==> src/common/ibts_consts.vh <==
// Purpose: Shared constants of the buffered I2C transfer sequencer.
// Assumes: Included by bare name from the design files.
// Notes: Offsets are byte addresses on the register bus.
`ifndef IBTS_CONSTS_VH
`define IBTS_CONSTS_VH

// Register byte offsets.
`define IBTS_OFS_STATUS 8'h00
`define IBTS_OFS_DATA 8'h04
`define IBTS_OFS_COUNT 8'h08
`define IBTS_OFS_CTRL 8'h0c
`define IBTS_OFS_OWNADR 8'h10

// Control, count and own address field positions.
`define IBTS_CTL_AA 7
`define IBTS_CTL_STA 5
`define IBTS_CTL_STO 4
`define IBTS_CTL_SI 3
`define IBTS_CTL_MODE 0
`define IBTS_CNT_LB 7
`define IBTS_OWN_GC 0

// Reset values.
`define IBTS_RST_STATUS 8'hf8
`define IBTS_RST_COUNT 8'h00
`define IBTS_RST_CTRL 8'h00
`define IBTS_RST_OWNADR 8'h00

// Status codes.
`define IBTS_ST_START 8'h08
`define IBTS_ST_RSTART 8'h10
`define IBTS_ST_MT_AACK 8'h18
`define IBTS_ST_MT_ANACK 8'h20
`define IBTS_ST_MT_DACK 8'h28
`define IBTS_ST_MT_DNACK 8'h30
`define IBTS_ST_ARB_LOST 8'h38
`define IBTS_ST_MR_ANACK 8'h48
`define IBTS_ST_MR_ACK 8'h50
`define IBTS_ST_MR_NACK 8'h58
`define IBTS_ST_SR_OWN 8'h60
`define IBTS_ST_SR_GC 8'h70
`define IBTS_ST_ST_OWN 8'ha8
`define IBTS_ST_ST_ARB 8'hb0
`define IBTS_ST_ST_ACK 8'hb8
`define IBTS_ST_ST_NACK 8'hc0
`define IBTS_ST_ST_LAST 8'hc8
`define IBTS_ST_IDLE 8'hf8

// Buffer size and timing.
`define IBTS_BUF_DEPTH 68
`define IBTS_T_HALF_NS 1250
`define IBTS_CLK_PERIOD_NS 50

`endif

==> src/hw/ibts_buffer_mem.v <==
// Purpose: Byte buffer shared by the host data port and the serial engine.
// Assumes: One write and one read per clock; read data is registered.
// Notes: The array itself has no reset; only the read register does.
`include "ibts_consts.vh"

module ibts_buffer_mem #(
  parameter WIDTH = 8,
  parameter DEPTH = `IBTS_BUF_DEPTH,
  parameter AW = 7
) (
  input wire hclk,
  input wire hresetn,
  input wire we,
  input wire [AW-1:0] waddr,
  input wire [WIDTH-1:0] wdata,
  input wire [AW-1:0] raddr,
  output reg [WIDTH-1:0] rdata
);

  reg [WIDTH-1:0] mem [0:DEPTH-1];

  // Write port, no reset so that the array maps onto plain storage.
  always @(posedge hclk) begin
    if (we) begin
      mem[waddr] <= wdata;
    end
  end

  // Registered read port.
  always @(posedge hclk or negedge hresetn) begin
    if (!hresetn) begin
      rdata <= {WIDTH{1'b0}};
    end else begin
      rdata <= mem[raddr];
    end
  end

endmodule

==> src/hw/ibts_core.v <==
// Purpose: Buffered I2C master/slave transfer sequencer behind an AHB-Lite slave.
// Assumes: Pins are synchronous to hclk; single AHB slave; word accesses only.
// Notes: Open-drain pins are driven low when the enable (active low) is low.
// Functional notes
// - Own address with read acked posts A8h, then sends count after flag clear.
// - Slave batch begun with ack_enable clear sends count, then goes not addressed.
// - Lost arbitration then addressed for read enters slave transmit, posting B0h.
// - Master NACK posts C0h and releases bus; address matching follows enables.
// - Start requested when leaving C0h is issued once the bus becomes free.
// - The last-byte NACK flag only matters while receiving.
// - Buffer write pointer wraps past the 68th byte back to location zero.
// - Exactly the programmed count is sent; extra loaded bytes stay unsent.
// - Short loads still send the full count from whatever the buffer holds.
// - Master start request sends START, then sets flag, interrupt and status.
// - Control write with SI, start and stop clear after status read clears flag and resumes.
// - First byte after START is address plus direction, the rest are data.
// - Sequence end sets flag and interrupt, posts status, count reads bytes moved.
// - Batches chain until stop; a stop request ends the master session.
// - Master receive with last-byte NACK clear acks the batch's final byte.
// - Last-byte NACK set leaves the final received byte unacknowledged.
// - Posting any status except F8h after STOP sets the flag and pulls the interrupt output low.
// - With ack_enable clear the own address is ignored; matching resumes when set.
`include "ibts_consts.vh"

module ibts_core #(
  parameter BUF_DEPTH = `IBTS_BUF_DEPTH,
  parameter PTR_W = 7,
  parameter HALF_CYC = (`IBTS_T_HALF_NS + `IBTS_CLK_PERIOD_NS - 1) / `IBTS_CLK_PERIOD_NS
) (
  input wire hclk,
  input wire hresetn,
  input wire hsel,
  input wire [31:0] haddr,
  input wire [1:0] htrans,
  input wire hwrite,
  input wire [2:0] hsize,
  input wire [31:0] hwdata,
  input wire hready,
  output wire hreadyout,
  output wire hresp,
  output wire [31:0] hrdata,
  output wire int_n,
  input wire scl_in,
  output wire scl_out,
  output wire scl_oe_n,
  input wire sda_in,
  output wire sda_out,
  output wire sda_oe_n
);

  localparam [3:0] ST_IDLE = 4'h0;
  localparam [3:0] ST_MSTART = 4'h1;
  localparam [3:0] ST_WAIT = 4'h2;
  localparam [3:0] ST_LD1 = 4'h3;
  localparam [3:0] ST_LD2 = 4'h4;
  localparam [3:0] ST_BIT = 4'h5;
  localparam [3:0] ST_MSTOP = 4'h6;
  // Timer reload, cut to the timer's width on purpose.
  localparam integer HALF_M1 = HALF_CYC - 1;
  localparam [15:0] HALF_LD = HALF_M1[15:0];

  // Wrapping buffer pointer step; no guard against overrunning a batch.
  function [PTR_W-1:0] ptr_inc;
    input [PTR_W-1:0] p;
    begin
      ptr_inc = (p == BUF_DEPTH - 1) ? {PTR_W{1'b0}} : p + 1'b1;
    end
  endfunction

  reg a_valid_reg, a_write_reg, rd_wait_reg;
  reg [7:0] a_addr_reg;
  reg [31:0] hrdata_reg;
  reg [7:0] status_reg, own_reg, shift_reg;
  reg si_reg, aa_reg, sta_reg, sto_reg, mode_reg, lb_reg;
  reg [6:0] bc_reg, cnt_reg;
  reg [PTR_W-1:0] hptr_reg, eptr_reg;
  reg [3:0] state_reg, bitcnt_reg;
  reg [1:0] ph_reg;
  reg [15:0] tmr_reg;
  reg nack_reg, sda_low_reg, scl_low_reg, master_reg, tx_reg, addr_ph_reg;
  reg arb_lost_reg, rxm_reg, drop_reg, rep_reg, busy_reg, scl_q, sda_q;
  wire [7:0] mem_rdata;

  // Bus slave strobes; every read takes one wait state for the buffer.
  wire host_wr = a_valid_reg & a_write_reg;
  wire rd_first = a_valid_reg & ~a_write_reg & ~rd_wait_reg;
  wire data_rd = a_valid_reg & ~a_write_reg & (a_addr_reg == `IBTS_OFS_DATA);
  wire data_wr = host_wr & (a_addr_reg == `IBTS_OFS_DATA);
  wire ctl_wr = host_wr & (a_addr_reg == `IBTS_OFS_CTRL);
  wire si_clr = ctl_wr & ~hwdata[`IBTS_CTL_SI];
  assign hreadyout = ~rd_first;
  assign hresp = 1'b0;
  assign hrdata = (rd_wait_reg & data_rd) ? {24'h000000, mem_rdata} : hrdata_reg;
  assign int_n = ~si_reg;

  // Open-drain pins only ever pull low.
  assign scl_out = 1'b0;
  assign sda_out = 1'b0;
  assign scl_oe_n = ~scl_low_reg;
  assign sda_oe_n = ~sda_low_reg;

  // Line events, taken from the previous sample since pins are synchronous.
  wire scl_rise = scl_in & ~scl_q;
  wire scl_fall = ~scl_in & scl_q;
  wire start_det = scl_in & scl_q & sda_q & ~sda_in;
  wire stop_det = scl_in & scl_q & ~sda_q & sda_in;
  wire [6:0] cnt_inc = cnt_reg + 7'h01;
  wire byte_done = (state_reg == ST_BIT) & scl_fall & (bitcnt_reg == 4'h8);
  wire eng_we = byte_done & master_reg & rxm_reg & ~tx_reg;
  wire own_hit = aa_reg & (shift_reg[7:1] == own_reg[7:1]);
  wire gc_hit = own_reg[`IBTS_OWN_GC] & (shift_reg == 8'h00);
  wire last_rx = (cnt_inc == bc_reg) & lb_reg;

  // Received bytes take priority over host loads on the write port.
  ibts_buffer_mem #(
    .WIDTH(8),
    .DEPTH(BUF_DEPTH),
    .AW(PTR_W)
  ) u_mem (
    .hclk(hclk),
    .hresetn(hresetn),
    .we(eng_we | data_wr),
    .waddr(eng_we ? eptr_reg : hptr_reg),
    .wdata(eng_we ? shift_reg : hwdata[7:0]),
    .raddr(data_rd ? hptr_reg : eptr_reg),
    .rdata(mem_rdata)
  );

  // Address phase capture and read data register.
  always @(posedge hclk or negedge hresetn) begin
    if (!hresetn) begin
      a_valid_reg <= 1'b0;
      a_write_reg <= 1'b0;
      a_addr_reg <= 8'h00;
      rd_wait_reg <= 1'b0;
      hrdata_reg <= 32'h00000000;
    end else begin
      rd_wait_reg <= rd_first;
      if (hready) begin
        a_valid_reg <= hsel & htrans[1];
        a_write_reg <= hwrite;
        a_addr_reg <= haddr[7:0];
      end
      if (rd_first) begin
        case (a_addr_reg)
          `IBTS_OFS_STATUS: hrdata_reg <= {24'h000000, status_reg};
          `IBTS_OFS_COUNT: hrdata_reg <= {24'h000000, lb_reg, bc_reg};
          `IBTS_OFS_CTRL: hrdata_reg <= {24'h000000, aa_reg, 1'b0, sta_reg, sto_reg,
                                         si_reg, 2'b00, mode_reg};
          `IBTS_OFS_OWNADR: hrdata_reg <= {24'h000000, own_reg};
          default: hrdata_reg <= 32'h00000000;
        endcase
      end
    end
  end

  // Register file and serial engine. Engine updates come after host writes,
  // so a status posted in the cycle of a flag clear keeps the flag set.
  always @(posedge hclk or negedge hresetn) begin
    if (!hresetn) begin
      status_reg <= `IBTS_RST_STATUS;
      own_reg <= `IBTS_RST_OWNADR;
      {aa_reg, sta_reg, sto_reg, mode_reg} <= 4'h0;
      {lb_reg, bc_reg} <= `IBTS_RST_COUNT;
      si_reg <= 1'b0;
      hptr_reg <= {PTR_W{1'b0}};
      eptr_reg <= {PTR_W{1'b0}};
      cnt_reg <= 7'h00;
      state_reg <= ST_IDLE;
      bitcnt_reg <= 4'h0;
      ph_reg <= 2'b00;
      tmr_reg <= 16'h0000;
      shift_reg <= 8'h00;
      {nack_reg, sda_low_reg, scl_low_reg, master_reg, tx_reg} <= 5'h00;
      {addr_ph_reg, arb_lost_reg, rxm_reg, drop_reg, rep_reg} <= 5'h00;
      {busy_reg, scl_q, sda_q} <= 3'b011;
    end else begin
      scl_q <= scl_in;
      sda_q <= sda_in;
      if (start_det) begin
        busy_reg <= 1'b1;
      end else if (stop_det) begin
        busy_reg <= 1'b0;
      end
      if (tmr_reg != 16'h0000) begin
        tmr_reg <= tmr_reg - 16'h0001;
      end
      // Host side register writes and buffer pointer.
      if (host_wr & (a_addr_reg == `IBTS_OFS_COUNT)) begin
        {lb_reg, bc_reg} <= hwdata[7:0];
      end
      if (host_wr & (a_addr_reg == `IBTS_OFS_OWNADR)) begin
        own_reg <= hwdata[7:0];
      end
      if (ctl_wr) begin
        aa_reg <= hwdata[`IBTS_CTL_AA];
        sta_reg <= hwdata[`IBTS_CTL_STA];
        sto_reg <= hwdata[`IBTS_CTL_STO];
        mode_reg <= hwdata[`IBTS_CTL_MODE];
        hptr_reg <= {PTR_W{1'b0}};
      end else if (data_wr | (data_rd & rd_wait_reg)) begin
        hptr_reg <= ptr_inc(hptr_reg);
      end
      if (si_clr) begin
        si_reg <= 1'b0;
      end
      case (state_reg)
        ST_IDLE: begin
          master_reg <= 1'b0;
          sda_low_reg <= 1'b0;
          scl_low_reg <= 1'b0;
          if (start_det) begin
            // Someone else's START: follow the address byte as a slave.
            state_reg <= ST_BIT;
            tx_reg <= 1'b0;
            rxm_reg <= 1'b0;
            addr_ph_reg <= 1'b1;
            bitcnt_reg <= 4'h0;
          end else if (sta_reg & ~busy_reg) begin
            state_reg <= ST_MSTART;
            master_reg <= 1'b1;
            rep_reg <= 1'b0;
            ph_reg <= 2'b00;
            tmr_reg <= HALF_LD;
          end
        end
        ST_MSTART: begin
          // Release data, then clock, then pull data low with clock high.
          case (ph_reg)
            2'b00: begin
              sda_low_reg <= 1'b0;
              if (tmr_reg == 16'h0000) begin
                scl_low_reg <= 1'b0;
                ph_reg <= 2'b01;
                tmr_reg <= HALF_LD;
              end
            end
            2'b01: begin
              if ((tmr_reg == 16'h0000) & scl_in & sda_in) begin
                sda_low_reg <= 1'b1;
                ph_reg <= 2'b10;
                tmr_reg <= HALF_LD;
              end
            end
            default: begin
              if (tmr_reg == 16'h0000) begin
                scl_low_reg <= 1'b1;
                sta_reg <= 1'b0;
                rxm_reg <= 1'b0;
                status_reg <= rep_reg ? `IBTS_ST_RSTART : `IBTS_ST_START;
                si_reg <= 1'b1;
                state_reg <= ST_WAIT;
              end
            end
          endcase
        end
        ST_WAIT: begin
          // The clock stays as entered; a master keeps it low meanwhile.
          if (si_clr) begin
            if (master_reg) begin
              if (hwdata[`IBTS_CTL_STO]) begin
                state_reg <= ST_MSTOP;
                ph_reg <= 2'b00;
                tmr_reg <= HALF_LD;
              end else if (hwdata[`IBTS_CTL_STA]) begin
                state_reg <= ST_MSTART;
                rep_reg <= 1'b1;
                ph_reg <= 2'b00;
                tmr_reg <= HALF_LD;
              end else if ((status_reg == `IBTS_ST_START) |
                           (status_reg == `IBTS_ST_RSTART)) begin
                addr_ph_reg <= 1'b1;
                tx_reg <= 1'b1;
                eptr_reg <= {PTR_W{1'b0}};
                cnt_reg <= 7'h00;
                state_reg <= ST_LD1;
              end else if ((status_reg == `IBTS_ST_MT_AACK) |
                           (status_reg == `IBTS_ST_MT_DACK)) begin
                addr_ph_reg <= 1'b0;
                eptr_reg <= {PTR_W{1'b0}};
                cnt_reg <= 7'h00;
                state_reg <= ST_LD1;
              end else if (status_reg == `IBTS_ST_MR_ACK) begin
                eptr_reg <= {PTR_W{1'b0}};
                cnt_reg <= 7'h00;
                bitcnt_reg <= 4'h0;
                sda_low_reg <= 1'b0;
                tmr_reg <= HALF_LD;
                state_reg <= ST_BIT;
              end
            end else if ((status_reg == `IBTS_ST_ST_OWN) | (status_reg == `IBTS_ST_ST_ARB) |
                         (status_reg == `IBTS_ST_ST_ACK)) begin
              drop_reg <= ~hwdata[`IBTS_CTL_AA];
              tx_reg <= 1'b1;
              eptr_reg <= {PTR_W{1'b0}};
              cnt_reg <= 7'h00;
              state_reg <= ST_LD1;
            end else begin
              scl_low_reg <= 1'b0;
              state_reg <= ST_IDLE;
            end
          end
        end
        ST_LD1: begin
          state_reg <= ST_LD2;
        end
        ST_LD2: begin
          // Load whatever the buffer holds, loaded by the host or not.
          shift_reg <= mem_rdata;
          sda_low_reg <= ~mem_rdata[7];
          bitcnt_reg <= 4'h0;
          state_reg <= ST_BIT;
          if (master_reg) begin
            tmr_reg <= HALF_LD;
          end else begin
            scl_low_reg <= 1'b0;
          end
        end
        ST_BIT: begin
          // Master clock generation; a low clock from others stalls the timer.
          if (master_reg) begin
            if (scl_low_reg & (tmr_reg == 16'h0000)) begin
              scl_low_reg <= 1'b0;
              tmr_reg <= HALF_LD;
            end else if (~scl_low_reg & ~scl_in) begin
              tmr_reg <= HALF_LD;
            end else if (~scl_low_reg & (tmr_reg == 16'h0000)) begin
              scl_low_reg <= 1'b1;
              tmr_reg <= HALF_LD;
            end
          end
          if (scl_rise) begin
            if (bitcnt_reg == 4'h8) begin
              nack_reg <= sda_in;
            end else begin
              shift_reg <= {shift_reg[6:0], sda_in};
              if (master_reg & tx_reg & ~sda_low_reg & ~sda_in) begin
                // Lost arbitration: drop off the bus, keep decoding the address.
                master_reg <= 1'b0;
                tx_reg <= 1'b0;
                scl_low_reg <= 1'b0;
                arb_lost_reg <= 1'b1;
                if (~addr_ph_reg) begin
                  status_reg <= `IBTS_ST_ARB_LOST;
                  si_reg <= 1'b1;
                  state_reg <= ST_IDLE;
                end
              end
            end
          end
          if (scl_fall & (bitcnt_reg < 4'h7)) begin
            bitcnt_reg <= bitcnt_reg + 4'h1;
            sda_low_reg <= tx_reg & ~shift_reg[7];
          end else if (scl_fall & (bitcnt_reg == 4'h7)) begin
            // Acknowledge slot: who drives it depends on the role.
            bitcnt_reg <= 4'h8;
            if (~master_reg & addr_ph_reg) begin
              sda_low_reg <= (own_hit & shift_reg[0]) | own_hit | gc_hit;
            end else if (master_reg & ~tx_reg) begin
              sda_low_reg <= ~last_rx;
            end else begin
              sda_low_reg <= 1'b0;
            end
          end else if (byte_done) begin
            bitcnt_reg <= 4'h0;
            sda_low_reg <= 1'b0;
            if (~master_reg & addr_ph_reg) begin
              arb_lost_reg <= 1'b0;
              addr_ph_reg <= 1'b0;
              if (sda_low_reg) begin
                si_reg <= 1'b1;
                scl_low_reg <= 1'b1;
                state_reg <= ST_WAIT;
                if (shift_reg[0]) begin
                  status_reg <= arb_lost_reg ? `IBTS_ST_ST_ARB : `IBTS_ST_ST_OWN;
                end else begin
                  status_reg <= gc_hit ? `IBTS_ST_SR_GC : `IBTS_ST_SR_OWN;
                end
              end else begin
                state_reg <= ST_IDLE;
                if (arb_lost_reg) begin
                  status_reg <= `IBTS_ST_ARB_LOST;
                  si_reg <= 1'b1;
                end
              end
            end else if (tx_reg) begin
              eptr_reg <= ptr_inc(eptr_reg);
              cnt_reg <= cnt_inc;
              addr_ph_reg <= 1'b0;
              if (nack_reg) begin
                bc_reg <= cnt_inc;
                si_reg <= 1'b1;
                state_reg <= ST_WAIT;
                if (master_reg) begin
                  scl_low_reg <= 1'b1;
                  status_reg <= ~addr_ph_reg ? `IBTS_ST_MT_DNACK :
                                shift_reg[0] ? `IBTS_ST_MR_ANACK : `IBTS_ST_MT_ANACK;
                end else begin
                  scl_low_reg <= 1'b0;
                  status_reg <= `IBTS_ST_ST_NACK;
                end
              end else if (master_reg & addr_ph_reg & shift_reg[0]) begin
                // Address with read acknowledged: straight into reception.
                tx_reg <= 1'b0;
                rxm_reg <= 1'b1;
                cnt_reg <= 7'h00;
                eptr_reg <= {PTR_W{1'b0}};
              end else if (cnt_inc == bc_reg) begin
                bc_reg <= cnt_inc;
                si_reg <= 1'b1;
                state_reg <= ST_WAIT;
                scl_low_reg <= master_reg | ~drop_reg;
                if (master_reg) begin
                  status_reg <= addr_ph_reg ? `IBTS_ST_MT_AACK : `IBTS_ST_MT_DACK;
                end else begin
                  status_reg <= drop_reg ? `IBTS_ST_ST_LAST : `IBTS_ST_ST_ACK;
                end
              end else begin
                state_reg <= ST_LD1;
                scl_low_reg <= 1'b1;
              end
            end else if (master_reg) begin
              eptr_reg <= ptr_inc(eptr_reg);
              cnt_reg <= cnt_inc;
              if (cnt_inc == bc_reg) begin
                bc_reg <= cnt_inc;
                status_reg <= sda_low_reg ? `IBTS_ST_MR_ACK : `IBTS_ST_MR_NACK;
                si_reg <= 1'b1;
                scl_low_reg <= 1'b1;
                state_reg <= ST_WAIT;
              end
            end else begin
              state_reg <= ST_IDLE;
            end
          end
        end
        ST_MSTOP: begin
          // Data low, release clock, then release data with clock high.
          case (ph_reg)
            2'b00: begin
              sda_low_reg <= 1'b1;
              if (tmr_reg == 16'h0000) begin
                scl_low_reg <= 1'b0;
                ph_reg <= 2'b01;
                tmr_reg <= HALF_LD;
              end
            end
            2'b01: begin
              if ((tmr_reg == 16'h0000) & scl_in) begin
                sda_low_reg <= 1'b0;
                ph_reg <= 2'b10;
                tmr_reg <= HALF_LD;
              end
            end
            default: begin
              if (tmr_reg == 16'h0000) begin
                status_reg <= `IBTS_ST_IDLE;
                sto_reg <= 1'b0;
                master_reg <= 1'b0;
                state_reg <= ST_IDLE;
              end
            end
          endcase
        end
        default: begin
          state_reg <= ST_IDLE;
        end
      endcase
      // A STOP from another master ends any slave activity at once.
      if (~master_reg & stop_det & (state_reg != ST_IDLE)) begin
        state_reg <= ST_IDLE;
        scl_low_reg <= 1'b0;
        sda_low_reg <= 1'b0;
      end
    end
  end

endmodule

==> config.mk <==
export PLATFORM = sky130hd
export DESIGN_NAME = ibts_core
export DESIGN_NICKNAME = d
export VERILOG_FILES = /design/src/hw/ibts_buffer_mem.v /design/src/hw/ibts_core.v
export VERILOG_INCLUDE_DIRS = /design/src /design/src/common
export SDC_FILE = /design/constraint.sdc
export NUM_CORES = 1
export LEC_CHECK = 0
export BUFFER_PORTS_ARGS = -buffer_cell sky130_fd_sc_hd__buf_2
export CAP_MARGIN = 0
export CORE_UTILIZATION = 45
export DETAILED_ROUTE_END_ITERATION = 6
export PLACE_DENSITY = 0.6
export SETUP_SLACK_MARGIN = 0.05
export SLEW_MARGIN = 30
export SYNTH_ARGS = -nofsm -noshare
export SYNTH_HDL_FRONTEND = slang
export SYNTH_HIERARCHICAL = 1
export SYNTH_SLANG_ARGS = --single-unit
==> constraint.sdc <==
create_clock -name hclk -period 13.44 [get_ports hclk]
set_input_delay 1.344 -clock hclk [delete_from_list [all_inputs] [get_ports hclk]]
set_output_delay 1.344 -clock hclk [all_outputs]
set_load 0.005 [all_outputs]
==> results by group <==
STA
  – Tcrit/Tclk final: 39.3%
  – Aggregate negative setup slack: 0 ns
  – Slew @ Worst Pin: 0.971 ns
  – Final Hold Viols: 0
  – Unrepaired setup endpoints after global routing: no
  – Final setup fails: 0
  – Max Clock Freq: 0.189 GHz
  – Clock Skew: 0.0194 ns
  – Slew HR: 35.0%
  – Fin. max-slew vios: 0
  – Final min period: 5.28 ns

CTS
  – Root Buffer: clkbuf_16
  – Cts bufs inserted: 72
  – Setup Fix Bufs, Post-CTS: 0
  – Clock-pin slew on the worst setup and hold paths: 0.06 ns
  – Bufs on Longest Clock Path: 3
  – H-tree depth: 3
  – Clock Latency Late Sink: 0.62 ns
  – Hold Buf Count CTS: 0
  – Post-CTS Resized: 0
  – CTS tree: done
  – Clock sink count: 668

Pwr
  – VDD IR max: 123 uV
  – Pwr Total: 0.00463 W
  – Pwr Density: 142 nW/um^2
  – P_leak: 10.7 nW

Final layout
  – Synthesis-to-layout area growth: 10.9%
  – Share of layout cells above drive strength 1: 20.3%
  – Sequential cell area: 19,400 um^2
  – Multi-input logic area: 9290 um^2
  – ANT cells: 0
  – # fillers: 5,431
  – Fin nets: 2,024
  – Post-route insts no fill: 2,847
  – Design area: 32,600 um^2
  – Max reg flops: 544

Global route
  – GR Util All Layers: 21.4%
  – Routing usage on met1: 29.3%
  – Met2 track demand over resource: 35.6%
  – Largest net degree at the start of global routing: 76
  – First-pass GRT wire length: 107,000 um
  – Global route hottest layer: met2
  – Grt met3 use: 3.93%
  – Initial antenna violation count: 0
  – Grt ovf: 0
  – Vias in the first global route: 17,000

Setup path
  – Critical path fanouts, max: 72
  – Crit. End Element: flip-flop
  – CP arrival: 5.74 ns
  – CP Class: flip-flop to flip-flop
  – CP required: 13.90 ns
  – Startpoint Class: flip-flop

Min path
  – Hold Path Class: flip-flop to flip-flop

Outcome
  – Status: complete, no violations

Routing
  – DRT iter0 DRCs: 1,367
  – Routed vias/inst: 5.90
  – Drt total wl: 70,100 um
  – TritonRoute pass-1 iters: 5
  – Routed WL per cell: 24.6 um
  – Via count: 16,800
  – DRC: 0
  – DRT antenna net count: 0

Placement
  – I/O Buffers: 35
  – RePlAce Congestion: 0.909
  – Post-DP HPWL: 44,800 um
  – Placed cells: 2,721
  – Placed cell area: 30,300 um^2

Synth
  – Register area share after synthesis: 66.3%
  – Syn Area/Cell: 15.4 um^2
  – Yosys synthesis warning count: 6
  – Syn Std Cell Area: 29,400 um^2
  – Ys async rst share: 18.6%
  – Mapped Cells: 1,908
  – EDFF count, synth: 544
  – Top_reg_cell synth: edfxtp_1
  – Yosys cell types: 82
  – Synth Register Bits: 668

Die
  – Die span in x: 257 um
  – Top-Level Pins: 115
  – Die Height: 257 um
  – Core area: 64,500 um^2
  – Initial Util: 45.5%
  – Die ar.: 66,300 um^2
  – Floorplan row count: 93

Job
  – Max-cap violations: 0
final cells by class:
class                      instances  share of cell area (%)
clock inverter                    39                    1.18
timing repair buffer              64                    1.23
tap                              855                    3.29
inverter                          25                   0.288
clock buffer                      87                    5.74
sequential                       668                    59.7
multi-input combinational       1109                    28.5
cell usage in the layout, fill, tap and decap left out, drive strengths merged, types with 64 or more instances in the layout:
master / count
buf: 64
clkbuf: 87
dfrtp: 117
edfxtp: 544
mux2: 86
mux2i: 68
mux4: 128
nand2: 109
nor2: 158
o21ai: 99
cell usage after synthesis, drive strengths merged (26+ instances only):
library cell / instances / share of area (%)
nand3: 31 / 0.53
dfrtp: 117 / 10
mux4: 128 / 9.8
nor2: 158 / 2.0
nand2b: 26 / 0.58
edfxtp: 544 / 56
mux2: 86 / 3.3
nand2: 109 / 1.4
buf: 72 / 1.6
clkbuf: 61 / 0.78
o21ai: 99 / 1.7
mux2i: 68 / 2.3
a21oi: 53 / 0.90
where the power goes:
group	leakage, nW	switching, W	internal [W]
clock network	1.10	0.000809	0.00108
logic	3.07	0.000248	0.000132
registers	6.49	0.0000695	0.00229
path summary, 6_finish.rpt:
| path | startpoint | endpoint | slack (ns) | depth (start not counted) |
|---|---|---|---|---|
| worst max-delay path | a_addr_reg[1] | u_mem/rdata[7] | 8.16 | 9 |
| worst min-delay path | hrdata_reg[2] | hrdata_reg[2] | 0.48 | 2 |
| worst max register to register | a_addr_reg[1] | u_mem/rdata[7] | 8.16 | 9 |
| worst min register to register | hrdata_reg[2] | hrdata_reg[2] | 0.48 | 2 |
| max in group asynchronous | hresetn | a_addr_reg[4] | 11.49 | 2 |
| min in group asynchronous | hresetn | tmr_reg[14] | 0.76 | 1 |
cells by family (layout without fill, tap and decap cells):
kind of cell    Yosys count  after routing  synth area share, %
simple gates            450            450                 7.45
other cells               1             28               0.0128
mux                     282            282                 15.4
compound gates          304            304                 6.73
xor+xnor                 37             37                 1.10
flops                   668            668                 66.3
buf+inv                 158            215                 2.67
fa+ha+maj                 8              8                0.341
through the flow:
step	hold slack (ns)	util (%)	worst slack (ns)
floorplan	0.444	-	7.80
global placement	0.463	47.0	7.95
finish	0.481	50.5	8.16
detailed placement	0.469	47.0	7.89
global route	0.524	50.5	7.91
CTS	0.482	50.5	8.07
per-layer routing:
metal  share of wire [%]  routed length, um  vias to the layer above
met4                 1.9               1310                        0
met5                   0                  0                        -
met3                 6.0               4230                      104
met1                  42              29700                     8670
met2                  50              34900                      515
li1                    -                  -                     7495
critical path, cell delays in order (launching register included):
cell and delay [ns]:
dfrtp_1 0.37, or4_1 0.77, or4_4 0.71, mux2_8 0.85
buf_4 0.70, mux4_2 0.61, mux2i_1 0.21, a22oi_1 0.18
a32oi_1 0.41, o31ai_1 0.17
Note: power is estimated with default switching activity, not from simulation.
